$ cat config.mk
export PLATFORM = sky130hd
export DESIGN_NAME = src_sysref_capture
export DESIGN_NICKNAME = d
export VERILOG_FILES = /design/src/src_pkg.sv /design/src/src_sysref_capture.sv /design/src/src_delay_line.sv
export SDC_FILE = /design/constraint.sdc
export NUM_CORES = 1
export LEC_CHECK = 0
export BUFFER_PORTS_ARGS = -buffer_cell sky130_fd_sc_hd__clkbuf_2
export CAP_MARGIN = 30
export CORE_MARGIN = 8
export CORE_UTILIZATION = 50
export DETAILED_ROUTE_END_ITERATION = 7
export PLACE_DENSITY = 0.67
export SYNTH_ARGS = -nofsm -noshare
export SYNTH_HDL_FRONTEND = slang
export SYNTH_SLANG_ARGS = --single-unit
$ cat constraint.sdc
create_clock -name clk -period 4.8 [get_ports clk]
set_input_delay 0 -clock clk [delete_from_list [all_inputs] [get_ports clk]]
set_output_delay 0 -clock clk [all_outputs]
set_load 0.02 [all_outputs]
$ cat src/src_pkg.sv
package src_pkg;
  // Byte addresses are four times the register index.
  localparam logic [9:0] IDX_CAPTURE_CONTROL = 10'h120;
  localparam logic [9:0] IDX_SKIP_COUNT = 10'h121;
  localparam logic [9:0] IDX_SKEW_WINDOW = 10'h122;
  localparam logic [9:0] IDX_TIMESTAMP_DELAY = 10'h123;
  localparam logic [9:0] IDX_SETUP_HOLD_STATUS = 10'h128;
  localparam logic [9:0] IDX_EVENT_COUNT = 10'h12A;
  localparam logic [9:0] IDX_IRQ_STATUS = 10'h130;
  localparam logic [9:0] IDX_IRQ_ENABLE = 10'h131;
  localparam logic [9:0] IDX_IRQ_CLEAR = 10'h132;
  localparam int ADDR_W = 12;
  localparam int FLAG_RESET_BIT = 6;
  localparam int TRANS_SEL_BIT = 4;
  localparam int EDGE_SEL_BIT = 3;
  localparam int MODE_LSB = 1;
  localparam int NEG_LSB = 2;
  localparam int POS_LSB = 0;
  localparam logic [7:0] CONTROL_MASK = 8'h5E;
  localparam logic [7:0] SKIP_MASK = 8'h0F;
  localparam logic [7:0] SKEW_MASK = 8'h0F;
  localparam logic [7:0] DELAY_MASK = 8'h7F;
  localparam logic [7:0] RESET_VALUE = 8'h00;
  localparam logic [2:0] IRQ_RESET = 3'h0;
  localparam int DELAY_DEPTH = 128;
  localparam int PERIOD_NS = 40;
  // Irq bits: 0 event acted on, 1 event discarded by window, 2 N-shot done.
  localparam int IRQ_W = 3;
  typedef enum logic [1:0] {
    SRC_MODE_OFF = 2'h0,
    SRC_MODE_CONT = 2'h1,
    SRC_MODE_NSHOT = 2'h2
  } src_mode_t;
  typedef enum logic [1:0] {
    SRC_ST_IDLE = 2'b00,
    SRC_ST_SKIP = 2'b01,
    SRC_ST_ARMED = 2'b11,
    SRC_ST_DONE = 2'b10
  } src_state_t;
endpackage

$ cat src/src_sysref_capture.sv
// Chosen here: the Avalon-MM register port.
`timescale 1ns/1ns
// How it works
// - While the flag reset bit is one, all status flags and counters are held cleared.
// - Transition select picks rising (0) or falling (1) changes of sampled SYSREF as events.
// - Edge select picks the rising (0) or falling (1) sample clock edge for sampling SYSREF.
// - Mode field selects disabled, continuous, or N-shot where zero skip acts on the next event.
// - N-shot discards the first N events, N from 0 to 15, and acts on the next one.
// - The negative window gives 0 to 3 clocks of tolerance for early events.
// - The positive window gives 0 to 3 clocks of tolerance for late events.
// - A zero window demands capture exactly on the expected clock.
// - The timestamp pulse is delayed by 0 to 127 sample clock cycles.
// - An eight-bit wrapping count of captured events is cleared by flag reset.
module src_sysref_capture
  import src_pkg::*;
(
  input wire logic clk,
  input wire logic rst,
  input wire logic [ADDR_W-1:0] avs_address,
  input wire logic avs_read,
  input wire logic avs_write,
  input wire logic [31:0] avs_writedata,
  input wire logic [3:0] avs_byteenable,
  output logic [31:0] avs_readdata,
  output logic avs_waitrequest,
  input wire logic sysref_in,
  input wire logic expected_tick,
  output logic sysref_event,
  output logic sysref_timestamp,
  output logic irq
);
  logic [7:0] capture_control;
  logic [7:0] skip_count;
  logic [7:0] skew_window;
  logic [7:0] timestamp_delay;
  logic [IRQ_W-1:0] irq_status;
  logic [IRQ_W-1:0] irq_enable;
  logic [7:0] event_count;
  logic [3:0] setup_status;
  logic [3:0] hold_status;
  logic sample_rise;
  logic sample_fall;
  logic sample_prev;
  logic [3:0] skip_left;
  logic [2:0] since_tick;
  logic [2:0] early_wait;
  logic early_pending;
  logic bus_done;
  src_state_t state;

  // Single wait cycle: the access completes on the second edge of the request.
  assign avs_waitrequest = (avs_read | avs_write) & ~bus_done;
  // A write with byte lane 0 off is dropped, since every register lives in that lane.
  wire wr_take = avs_write & bus_done & avs_byteenable[0];
  wire [9:0] reg_idx = avs_address[ADDR_W-1:2];
  wire [7:0] wbyte = avs_writedata[7:0];
  wire flag_reset = capture_control[FLAG_RESET_BIT];
  wire trans_sel = capture_control[TRANS_SEL_BIT];
  wire edge_sel = capture_control[EDGE_SEL_BIT];
  wire [1:0] mode = capture_control[MODE_LSB+:2];
  wire [1:0] neg_win = skew_window[NEG_LSB+:2];
  wire [1:0] pos_win = skew_window[POS_LSB+:2];

  // The falling-edge sample is retimed to clk so all later logic stays single edge.
  always_ff @(posedge clk) begin
    if (rst) begin
      sample_rise <= 1'b0;
    end else begin
      sample_rise <= sysref_in;
    end
  end
  // The falling-edge flop gives the posedge logic only half a period of settling time,
  // which is the price of offering both sampling edges without a faster clock.
  always_ff @(negedge clk) begin
    if (rst) begin
      sample_fall <= 1'b0;
    end else begin
      sample_fall <= sysref_in;
    end
  end
  wire sample_sel = edge_sel ? sample_fall : sample_rise;
  always_ff @(posedge clk) begin
    if (rst) begin
      sample_prev <= 1'b0;
    end else begin
      sample_prev <= sample_sel;
    end
  end
  // Changing trans_sel while enabled can fake one event; software keeps mode disabled.
  wire raw_event = trans_sel ? (sample_prev & ~sample_sel) : (~sample_prev & sample_sel);

  // Window check against the expected clock tick.
  // Late events are measured from the last tick; early ones wait up to neg_win clocks for it.
  always_ff @(posedge clk) begin
    if (rst) begin
      since_tick <= 3'h7;
    end else if (expected_tick) begin
      since_tick <= 3'h0;
    end else if (since_tick != 3'h7) begin
      since_tick <= since_tick + 3'h1;
    end
  end
  wire on_time = raw_event & expected_tick;
  wire late_ok = raw_event & ~expected_tick & (since_tick != 3'h7)
                 & ((since_tick + 3'h1) <= {1'b0, pos_win});
  wire early_hit = early_pending & expected_tick;
  wire early_miss = early_pending & ~expected_tick & (early_wait == 3'h0);
  wire start_early = raw_event & ~on_time & ~late_ok & (neg_win != 2'h0);
  wire bad_event = (raw_event & ~on_time & ~late_ok & (neg_win == 2'h0)) | early_miss;
  always_ff @(posedge clk) begin
    if (rst) begin
      early_pending <= 1'b0;
      early_wait <= 3'h0;
    end else if (start_early) begin
      early_pending <= 1'b1;
      early_wait <= {1'b0, neg_win} - 3'h1;
    end else if (early_hit | early_miss) begin
      early_pending <= 1'b0;
    end else if (early_pending) begin
      early_wait <= early_wait - 3'h1;
    end
  end
  wire good_event = on_time | late_ok | early_hit;

  // Mode sequencing.
  // The reserved mode code 3 behaves as disabled, so a stray write cannot start capture.
  // A finished N-shot only rearms by passing through disabled or continuous.
  wire mode_off = (mode == SRC_MODE_OFF) | (mode == 2'h3);
  wire nshot = mode == SRC_MODE_NSHOT;
  logic act;
  src_state_t next_state;
  always_comb begin
    next_state = state;
    act = 1'b0;
    if (mode_off) begin
      next_state = SRC_ST_IDLE;
    end else begin
      unique case (state)
        SRC_ST_IDLE: begin
          if (!nshot) begin
            next_state = SRC_ST_ARMED;
            act = good_event;
          end else if (skip_count[3:0] == 4'h0) begin
            next_state = SRC_ST_ARMED;
            act = good_event;
            if (good_event) next_state = SRC_ST_DONE;
          end else begin
            next_state = SRC_ST_SKIP;
          end
        end
        SRC_ST_SKIP: begin
          if (good_event && skip_left == 4'h1) next_state = SRC_ST_ARMED;
        end
        SRC_ST_ARMED: begin
          act = good_event;
          if (good_event && nshot) next_state = SRC_ST_DONE;
        end
        SRC_ST_DONE: begin
          if (!nshot) next_state = SRC_ST_ARMED;
        end
        default: next_state = SRC_ST_IDLE;
      endcase
    end
  end
  always_ff @(posedge clk) begin
    if (rst) begin
      state <= SRC_ST_IDLE;
    end else begin
      state <= next_state;
    end
  end
  // The skip budget is loaded while idle; a new count takes effect after the next pass through disabled.
  always_ff @(posedge clk) begin
    if (rst) begin
      skip_left <= 4'h0;
    end else if (state == SRC_ST_IDLE) begin
      skip_left <= skip_count[3:0];
    end else if (state == SRC_ST_SKIP && good_event) begin
      skip_left <= skip_left - 4'h1;
    end
  end
  always_ff @(posedge clk) begin
    if (rst) begin
      sysref_event <= 1'b0;
    end else begin
      sysref_event <= act;
    end
  end

  // The timestamp path taps the same act pulse as sysref_event, so a zero delay lines the two up.
  src_delay_line u_delay (
    .clk(clk),
    .rst(rst),
    .din(act),
    .tap(timestamp_delay[6:0]),
    .dout(sysref_timestamp)
  );

  // Margin status: setup counts early-window hits, hold counts late-window hits, saturating.
  always_ff @(posedge clk) begin
    if (rst || flag_reset) begin
      setup_status <= 4'h0;
      hold_status <= 4'h0;
      event_count <= 8'h00;
    end else begin
      if (early_hit && setup_status != 4'hF) setup_status <= setup_status + 4'h1;
      if (late_ok && hold_status != 4'hF) hold_status <= hold_status + 4'h1;
      if (act) event_count <= event_count + 8'h01;
    end
  end

  // Interrupts: set wins over clear.
  // A clear that meets a new event in the same cycle leaves the bit set, so no event is lost.
  wire [IRQ_W-1:0] irq_set = {nshot & act, bad_event, act};
  wire irq_clr_hit = wr_take & (reg_idx == IDX_IRQ_CLEAR);
  wire [IRQ_W-1:0] irq_clr = irq_clr_hit ? wbyte[IRQ_W-1:0] : '0;
  always_ff @(posedge clk) begin
    if (rst || flag_reset) begin
      irq_status <= IRQ_RESET;
    end else begin
      irq_status <= (irq_status & ~irq_clr) | irq_set;
    end
  end
  assign irq = |(irq_status & irq_enable);

  // Register writes.
  // Reserved bits are masked on the way in, so they always read back as zero.
  always_ff @(posedge clk) begin
    if (rst) begin
      capture_control <= RESET_VALUE;
      skip_count <= RESET_VALUE;
      skew_window <= RESET_VALUE;
      timestamp_delay <= RESET_VALUE;
      irq_enable <= IRQ_RESET;
    end else if (wr_take) begin
      if (reg_idx == IDX_CAPTURE_CONTROL) capture_control <= wbyte & CONTROL_MASK;
      if (reg_idx == IDX_SKIP_COUNT) skip_count <= wbyte & SKIP_MASK;
      if (reg_idx == IDX_SKEW_WINDOW) skew_window <= wbyte & SKEW_MASK;
      if (reg_idx == IDX_TIMESTAMP_DELAY) timestamp_delay <= wbyte & DELAY_MASK;
      if (reg_idx == IDX_IRQ_ENABLE) irq_enable <= wbyte[IRQ_W-1:0];
    end
  end

  // Read mux; unmapped addresses read zero.
  // Read data is captured in the request's first cycle and stands until the next read.
  wire [7:0] rd_byte =
    (reg_idx == IDX_CAPTURE_CONTROL) ? capture_control :
    (reg_idx == IDX_SKIP_COUNT) ? skip_count :
    (reg_idx == IDX_SKEW_WINDOW) ? skew_window :
    (reg_idx == IDX_TIMESTAMP_DELAY) ? timestamp_delay :
    (reg_idx == IDX_SETUP_HOLD_STATUS) ? {hold_status, setup_status} :
    (reg_idx == IDX_EVENT_COUNT) ? event_count :
    (reg_idx == IDX_IRQ_STATUS) ? {5'h00, irq_status} :
    (reg_idx == IDX_IRQ_ENABLE) ? {5'h00, irq_enable} : 8'h00;
  always_ff @(posedge clk) begin
    if (rst) begin
      bus_done <= 1'b0;
      avs_readdata <= 32'h0000_0000;
    end else begin
      bus_done <= (avs_read | avs_write) & ~bus_done;
      if (avs_read & ~bus_done) avs_readdata <= {24'h00_0000, rd_byte};
    end
  end

  // Checks.
  flag_clear_a: assert property (@(posedge clk) disable iff (rst)
    $past(flag_reset) |-> (setup_status == 4'h0 && hold_status == 4'h0 && event_count == 8'h00))
    else $error("Status not cleared under flag reset.");
  rise_event_a: assert property (@(posedge clk) disable iff (rst)
    raw_event && !trans_sel |-> sample_sel && !sample_prev)
    else $error("Rising transition select saw a wrong change.");
  off_quiet_a: assert property (@(posedge clk) disable iff (rst)
    mode_off |=> !sysref_event)
    else $error("Event acted on while disabled.");
  nshot_once_a: assert property (@(posedge clk) disable iff (rst)
    (state == SRC_ST_DONE && nshot && $stable(mode)) |-> !act)
    else $error("N-shot acted after it was done.");
  exact_window_a: assert property (@(posedge clk) disable iff (rst)
    (skew_window[3:0] == 4'h0 && raw_event && !expected_tick) |-> !good_event)
    else $error("Zero window accepted an off-tick event.");
  late_bound_a: assert property (@(posedge clk) disable iff (rst)
    late_ok |-> since_tick < {1'b0, pos_win})
    else $error("Late event beyond positive window accepted.");
  stamp_zero_a: assert property (@(posedge clk) disable iff (rst)
    (timestamp_delay == 8'h00 && $stable(timestamp_delay)) |=> sysref_timestamp == $past(act))
    else $error("Zero delay timestamp misaligned.");
  count_step_a: assert property (@(posedge clk) disable iff (rst)
    (act && !flag_reset) |=> event_count == $past(event_count) + 8'h01)
    else $error("Event counter did not advance.");
  edge_pick_a: assert property (@(posedge clk) disable iff (rst)
    !edge_sel |-> sample_sel == sample_rise)
    else $error("Rising edge sample not selected.");

  // Flag reset and interrupt status.
  flag_irq_a: assert property (@(posedge clk) disable iff (rst)
    $past(flag_reset) |-> irq_status == IRQ_RESET)
    else $error("Interrupt status not cleared under flag reset.");
  bad_flag_a: assert property (@(posedge clk) disable iff (rst)
    (bad_event && !flag_reset) |=> irq_status[1])
    else $error("Rejected event did not set its status bit.");

  // Falling transitions and mode sequencing.
  // A skipped event must neither act nor disturb the budget it does not spend.
  fall_event_a: assert property (@(posedge clk) disable iff (rst)
    raw_event && trans_sel |-> !sample_sel && sample_prev)
    else $error("Falling transition select saw a wrong change.");
  event_follow_a: assert property (@(posedge clk) disable iff (rst)
    act |=> sysref_event)
    else $error("Acted event gave no event pulse.");
  cont_all_a: assert property (@(posedge clk) disable iff (rst)
    (mode == SRC_MODE_CONT && state == SRC_ST_ARMED && good_event) |-> act)
    else $error("Continuous mode dropped a good event.");
  skip_quiet_a: assert property (@(posedge clk) disable iff (rst)
    state == SRC_ST_SKIP |-> !act)
    else $error("N-shot acted while still skipping.");
  skip_hold_a: assert property (@(posedge clk) disable iff (rst)
    (state == SRC_ST_SKIP && !good_event) |=> skip_left == $past(skip_left))
    else $error("Skip budget moved without an event.");

  // Skew windows; a window change while an early event waits is outside these checks.
  late_window_a: assert property (@(posedge clk) disable iff (rst)
    pos_win == 2'h0 |-> !late_ok)
    else $error("Closed positive window accepted a late event.");
  early_arm_a: assert property (@(posedge clk) disable iff (rst)
    start_early |=> early_pending && early_wait < 3'h3)
    else $error("Early window armed with a wrong wait.");
  early_close_a: assert property (@(posedge clk) disable iff (rst)
    (early_hit || early_miss) && !start_early |=> !early_pending)
    else $error("Early window stayed open after it was decided.");

  // Margin status counts one step per accepted early or late event and stops at fifteen.
  setup_step_a: assert property (@(posedge clk) disable iff (rst)
    (early_hit && !flag_reset && setup_status != 4'hF) |=> setup_status == $past(setup_status) + 4'h1)
    else $error("Setup status did not advance.");
  hold_step_a: assert property (@(posedge clk) disable iff (rst)
    (late_ok && !flag_reset && hold_status != 4'hF) |=> hold_status == $past(hold_status) + 4'h1)
    else $error("Hold status did not advance.");

  // Bus handshake: every access sees exactly one wait cycle.
  wait_once_a: assert property (@(posedge clk) disable iff (rst)
    (avs_read || avs_write) && avs_waitrequest |=> !avs_waitrequest)
    else $error("Access held off for more than one cycle.");
endmodule

$ cat src/src_delay_line.sv
`timescale 1ns/1ns
// Programmable delay of a one-bit pulse, tap chosen per cycle.
module src_delay_line
  import src_pkg::*;
(
  input wire logic clk,
  input wire logic rst,
  input wire logic din,
  input wire logic [6:0] tap,
  output logic dout
);
  logic [DELAY_DEPTH-1:0] shift;
  wire [DELAY_DEPTH-1:0] next_shift = {shift[DELAY_DEPTH-2:0], din};
  always_ff @(posedge clk) begin
    if (rst) begin
      shift <= '0;
      dout <= 1'b0;
    end else begin
      shift <= next_shift;
      dout <= (tap == 7'h00) ? din : shift[tap - 7'd1];
    end
  end
endmodule

==> summary.txt, run 1 <==
Pwr
  – Sequential power share: 0.499
  – Gate power share: 0.046
  – Part of the power in the clock network: 0.455
  – Internal Power: 2.49 mW
  – Sw Ratio: 0.241
  – P_leak: 3.65 nW
  – Sw power: 0.791 mW
  – Pwr dens: 341 nW/um^2
  – Maximum vdd drop: 233 uV

Run status
  – Status: finished clean

GRT
  – Number of global-route vias before repair: 5699
  – Overflow after GRT: 0
  – GRT Util Overall: 0.172
  – Largest net degree at the start of global routing: 105
  – Antenna violations before repair: 0
  – First-pass GRT wire length: 30100 microns

Yosys
  – YS warnings: 0
  – Largest cells by area after synthesis: dfxtp_1, nor2b_1, mux4_2
  – Register area share after synthesis: 0.458
  – Synth unique cells: 66
  – Area of the mapped netlist: 8580 sq um
  – Async set-or-reset flop fraction in the synthesized netlist: 0
  – Top_reg_cell synth: dfxtp_1
  – Yosys top cell area share: 0.458
  – Flops & latches, synth: 196
  – Number of enable flip-flop cells after synthesis: 0
  – Syn_area_per_cell: 10.2 sq um
  – Top cell type by total area after synthesis: dfxtp_1
  – Syn Inst Count: 840

Timing
  – Final Max Slew Viols: 0
  – Clk_skew: 0.0244 ns
  – Setup TNS: 0 ns
  – Final Worst Setup Slack: 0.138 ns
  – Max_slew headroom: 0.342
  – Final setup fails: 0
  – Tightest Pin Transition: 0.987 ns
  – RSZ-0062 raised after global routing: no
  – Fin. Hold Viols: 0

Drt
  – First-pass iteration count of the detailed router: 6
  – Initial DRC count: 440
  – Vias: 5991
  – Antenna-violating nets left: 0
  – DRC viols: 0
  – Post-DR vias/cell: 5.39
  – WL/cell: 16.2 microns
  – Aggregate routed wire length: 18000 microns

Cells and area
  – ANT cells: 0
  – Fill count: 1512
  – FF/Latch Area: 3930 sq um
  – Fin nets: 945
  – Multi-input gate area: 4290 sq um
  – Area Growth Syn to Fin: 12.2%
  – Fraction of layout cells with a size suffix above 1: 0.153
  – Fin util: 0.564

Worst hold path
  – Hold Path Class: input port to flip-flop

Clock tree
  – Clk slew on worst S/H paths: 0.07 ns
  – Setup bufs post-CTS: 0
  – CTS tree: built
  – Sink Count: 196
  – CTS H-Tree Depth: 4
  – Clock Tree Buf Depth: 2
  – Total CTS buffers: 17
  – Worst skew pair latency: 0.45 ns
  – Clock root buffer: clkbuf_16

Die
  – Placeable Area: 17100 sq um
  – Initial Util: 0.503
  – Die span in x: 147 microns
  – Core Rows: 48
  – Die span in y: 147 microns
  – # IOs: 90
  – Die area: 21600 sq um

Critical path
  – CP Class: flip-flop to flip-flop
  – CP max FO: 4
  – Critical Path Start Type: flip-flop
  – WP data arrival: 5.03 ns
  – Critical Path RT: 5.16 ns
  – Crit end category: flip-flop

Place
  – DP HPWL: 12200 microns
  – IO buf count: 35
  – DP Worst Slack: 0.0577 ns
  – GP Congestion: 0.857

Job
  – Max Cap Viol: 0
cells in the final DEF, fill, tap and decap left out, types with 9 or more instances in the layout:
master	n
clkbuf_2	34
nor4_1	9
nand2_1	36
ha_1	18
xnor2_1	13
mux2i_1	46
nand3_1	18
o21ai_0	16
buf_4	13
nor2b_1	136
dfxtp_1	195
nor3_1	12
a21oi_1	21
nor2_1	67
clkbuf_16	17
mux4_2	34
a31oi_1	9
dlygate4sd3_1	13
conb_1	24
inv_1	25
per-layer routing:
| metal | vias to the layer above | GRT usage | wire length, microns |
|---|---|---|---|
| met4 | 0 | 0.0597 | 333 |
| met1 | 2839 | 0.241 | 8880 |
| met5 | - | 0 | 0 |
| li1 | 2964 | - | - |
| met2 | 164 | 0.254 | 7760 |
| met3 | 24 | 0.0394 | 1070 |
synthesized netlist by cell type, types with 12 or more instances:
library cell,number
xnor2_1,13
clkbuf_1,36
nor3_1,12
a21oi_1,21
nand3_1,18
mux2i_1,47
inv_1,25
buf_4,27
nor2_1,67
ha_1,18
dfxtp_1,196
nand2_1,36
o21ai_0,16
nor2b_1,136
mux4_2,34
worst paths after layout:
check             startpoint               to  slack, ns  depth (start not counted)
min          avs_address[10]  avs_readdata[1]       0.13                          4
min reg2reg  avs_readdata[7]  avs_readdata[7]       0.45                          2
max reg2reg      sample_fall    early_wait[1]       0.14                          9
max              sample_fall    early_wait[1]       0.14                          9
layout make-up:
type | count | area share
clock buffer | 19 | 0.0461
clock inverter | 14 | 0.0198
inverter | 24 | 0.00937
multi-input combinational | 573 | 0.446
sequential | 196 | 0.408
tap | 225 | 0.0293
timing repair buffer | 60 | 0.0414
sequential cells by signal (all words and copies together), names as in the netlist, 2 cells and up:
register         cells
state                2
early_wait           3
capture_control      5
timestamp_delay      7
skip_left            4
since_tick           3
u_delay.shift      128
hold_status          4
skew_window          4
irq_enable           3
irq_status           3
setup_status         4
event_count          8
skip_count           4
avs_readdata         8
power groups by stage:
stage               clock [mW]  sequential (mW)  combinational (mW)
global route              1.60             1.64               0.168
global placement       0.00261             1.68               0.141
finish                    1.49             1.64               0.152
floorplan              0.00261             1.68               0.112
detailed placement     0.00261             1.68               0.142
CTS                       1.53             1.64               0.151
stage by stage:
stage / hold slack [ns] / std cells / instance area, sq um / power (mW)
5_1_grt: 0.145 / 1111 / 9620 / 3.41
4_1_cts: 0.102 / 1111 / 9610 / 3.31
6_report: 0.127 / 1111 / 9620 / 3.28
3_3_place_gp: 0.270 / 1066 / 8850 / 1.82
2_1_floorplan: 0.144 / 863 / 8660 / 1.79
3_5_place_dp: 0.271 / 1066 / 8850 / 1.82
worst max-delay path, stage by stage (launching register included):
cell,delay (ns)
dfxtp_1,0.31
mux2i_4,0.17
mux2_2,0.37
a211oi_1,0.23
buf_4,0.17
nand2_1,0.08
a21boi_0,0.14
ha_1,0.29
or2_2,0.29
a21oi_1,0.13
repair_timing:
item	in CTS	in global routing
setup endpoints to repair	0	3
hold buffers	13	0
resized for setup	0	3
endpoints found under the hold margin	38	0
cell families (layout without fill, tap and decap cells):
family / count (synthesis) / after routing / share of synthesized area
and+or+nand+nor: 322 / 322 / 0.206
AOI/OAI and AO/OA: 103 / 103 / 0.0837
xor gates and xnor gates: 17 / 17 / 0.0174
adders and majority gates: 18 / 18 / 0.0263
muxes: 89 / 89 / 0.155
DFF: 196 / 196 / 0.458
other: 1 / 24 / 0.000437
buffers and inverters: 94 / 117 / 0.0537
Power figures use the tool's default switching activity.
==> run 2: changes to the inputs <==
--- a/config.mk
+++ b/config.mk
@@ -8,8 +8,9 @@
 export BUFFER_PORTS_ARGS = -buffer_cell sky130_fd_sc_hd__clkbuf_2
 export CAP_MARGIN = 30
-export CORE_MARGIN = 8
+export CORE_MARGIN = 1
 export CORE_UTILIZATION = 50
 export DETAILED_ROUTE_END_ITERATION = 7
 export PLACE_DENSITY = 0.67
+export SLEW_MARGIN = 20
 export SYNTH_ARGS = -nofsm -noshare
 export SYNTH_HDL_FRONTEND = slang
==> constraint.sdc (replaced) <==
create_clock -name clk -period 4.8 [get_ports clk]
set_input_delay 0.48 -clock clk [delete_from_list [all_inputs] [get_ports clk]]
set_output_delay 0.48 -clock clk [all_outputs]
set_load 0.02 [all_outputs]
==> run 2 against run 1 <==
  * Die area shrank 18%
  * Global-route usage grew 4.6 points
  * Total power is essentially flat
  * Critical endpoint unchanged
  * Clock skew grew 0.0083 ns
  * First-iteration DRC count grew 10%
==> summary.txt, run 2 (same netlist as run 1, synthesis figures left out) <==
Run status
  – Status: finished clean

Clock tree
  – Clk slew on worst S/H paths: 0.08 ns (about the same)
  – Clock root buffer: clkbuf_16
  – Total CTS buffers: 17 (unchanged)
  – Setup bufs post-CTS: 0 (unchanged)
  – CTS H-Tree Depth: 4 (unchanged)
  – CTS tree: built
  – Sink Count: 196 (unchanged)
  – Clock Tree Buf Depth: 2 (unchanged)
  – Worst skew pair latency: 0.45 ns (about the same)

Critical path
  – Cell Chain, Critical Path: mux2i_1, mux2_2, a211oi_1, buf_4, nand2_1, a21boi_0, ha_1, or2_2, a21oi_1
  – CP max FO: 4 (unchanged)
  – Largest stage delay, worst path: 0.38 ns (about the same)
  – Crit-path slowest cell: mux2_2
  – R2R depth: 9 (unchanged)
  – FF-to-FF End: early_wait[1]
  – Worst R2R Setup Slack: 0.10 ns (-0.04 ns)
  – Reg2reg start: sample_fall
  – Critical Path Start Type: flip-flop
  – Crit end category: flip-flop
  – Critical Path RT: 5.16 ns (about the same)
  – CP Class: flip-flop to flip-flop
  – WP data arrival: 5.06 ns (+0.03 ns)

Place
  – DP HPWL: 12700 microns (+4.9%)
  – GP Congestion: 0.912 (+6.4%)
  – IO buf count: 35 (unchanged)
  – DP Worst Slack: 0.0826 ns (+0.0249 ns)
  – Dpl cells: 1061 (-0.47%)
  – Placed inst area: 8870 sq um (+0.23%)

Cells and area
  – Top flop regs: u_delay.shift (128), avs_readdata (8), event_count (8)
  – Area Growth Syn to Fin: 11.3%
  – Fill count: 1397 (-7.6%)
  – Fraction of layout cells with a size suffix above 1: 0.159 (+0.00554)
  – Largest Register: u_delay.shift
  – Post-layout instance area: 9550 sq um (-0.75%)
  – Most frequent cells in the layout: dfxtp_1, nor2b_1, nor2_1
  – Fin nets: 933 (-1.3%)
  – Fin util: 0.574 (+0.00967)
  – Most common cell after layout, fill and taps aside: dfxtp_1
  – ANT cells: 0 (unchanged)
  – Max reg flops: 128 (unchanged)
  – Final std cells w/o fill: 1094 (-1.5%)

Timing
  – Fin. Hold Viols: 0 (unchanged)
  – Tightest Pin Transition: 0.911 ns (-0.0761 ns)
  – Setup TNS: 0 ns (unchanged)
  – Final Worst Setup Slack: 0.100 ns (-0.0377 ns)
  – Final Max Slew Viols: 0 (unchanged)
  – Max_slew headroom: 0.391 (+0.0495)
  – Final setup fails: 0 (unchanged)
  – Worst Hold Margin: 0.257 ns (+0.130 ns)
  – Clk_skew: 0.0327 ns (+0.00831 ns)
  – RSZ-0062 raised after global routing: no

Worst hold path
  – Hold Path Depth: 2 (-2)
  – Hold Path Class: input port to flip-flop
  – Worst hold start: rst
  – WHS Endpoint: sample_rise

Pwr
  – Total Power: 3.28 mW (about the same)
  – Internal Power: 2.44 mW (-1.9%)
  – Sequential power share: 0.499 (about the same)
  – Sw power: 0.840 mW (+6.1%)
  – Sw Ratio: 0.256 (+0.0147)
  – Part of the power in the clock network: 0.456 (about the same)
  – Maximum vdd drop: 239 uV (+2.6%)
  – P_leak: 3.61 nW (-1.1%)
  – Gate power share: 0.045 (about the same)
  – Pwr dens: 344 nW/um^2 (+0.75%)

GRT
  – GRT Util Overall: 0.218 (+0.0462)
  – Overflow after GRT: 0 (unchanged)
  – Largest net degree at the start of global routing: 112 (+6.7%)
  – Number of global-route vias before repair: 6020 (+5.6%)
  – Antenna violations before repair: 0 (unchanged)
  – First-pass GRT wire length: 30400 microns (+1.2%)

Die
  – Die span in x: 133 microns (-9.5%)
  – Placeable Area: 16600 sq um (-2.4%)
  – Core Rows: 47 (-2.1%)
  – Initial Util: 0.515 (+0.0125)
  – Die span in y: 133 microns (-9.5%)
  – Die area: 17700 sq um (-18%)
  – # IOs: 90 (unchanged)

Drt
  – Vias: 6122 (+2.2%)
  – DRC viols: 0 (unchanged)
  – First-pass iteration count of the detailed router: 5 (-1)
  – Initial DRC count: 486 (+10%)
  – Aggregate routed wire length: 18400 microns (+2.0%)
  – Post-DR vias/cell: 5.60 (+3.8%)
  – Antenna-violating nets left: 0 (unchanged)
  – WL/cell: 16.8 microns (+3.6%)

Job
  – Max Cap Viol: 0 (unchanged)
## run 2: cell types whose count changed in the layout (fill, tap and decap cells not counted), moves of 2 or more
cell           delta
buf_16            +2
clkinv_8          +4
dlygate4sd3_1    -13
inv_6             -3
## run 2: worst max path at each step
stage	from	cells after the start	endpoint
floorplan	sample_fall	8	early_wait[1]
global placement	sample_fall	7	event_count[5]
detailed placement	sample_fall	7	event_count[5]
CTS	sample_fall	7	event_count[5]
global route	sample_fall	9	early_wait[1]
finish	sample_fall	9	early_wait[1]
## run 2: area by class of cell
class                   count  area [sq um]  area share
repair buffers             48           315      0.0330
clock inverters            16           226      0.0237
well taps                 220           275      0.0288
clock buffers              17           425      0.0446
inverters                  24          90.1     0.00944
flip-flops and latches    196          3930       0.411
multi-input cells         573          4290       0.449
## run 2: critical path, delay by kind of cell (launching register included)
kind	cells	cell delay [ns]
adder cells (fa/ha/maj)	1	0.25
flip-flops	1	0.29
multiplexers	2	0.58
AO/OA/AOI/OAI	3	0.55
AND/OR/NAND/NOR	2	0.38
buffers and inverters	1	0.16
## run 2: routing by layer
metal | GRT usage | vias up | share of wire
met1 | 0.303 | 2979 | 0.47
met2 | 0.343 | 189 | 0.46
met5 | 0 | - | 0
met4 | 0.0817 | 0 | 0.016
met3 | 0.0326 | 25 | 0.049
li1 | - | 2929 | -
## run 2: power groups by stage
| stage | combinational, mW | clock [mW] | sequential [mW] |
|---|---|---|---|
| floorplan | 0.112 | 0.00261 | 1.68 |
| global placement | 0.138 | 0.00261 | 1.67 |
| finish | 0.148 | 1.50 | 1.64 |
| CTS | 0.144 | 1.53 | 1.64 |
| global route | 0.163 | 1.60 | 1.64 |
| detailed placement | 0.143 | 0.00261 | 1.68 |
## run 2: what timing repair did
| action | 4_1_cts | 5_1_grt |
|---|---|---|
| hold buffers | 0 | 0 |
| resized for setup | 0 | 2 |
| hold endpoints to repair | 0 | 0 |
| setup endpoints to repair | 0 | 2 |
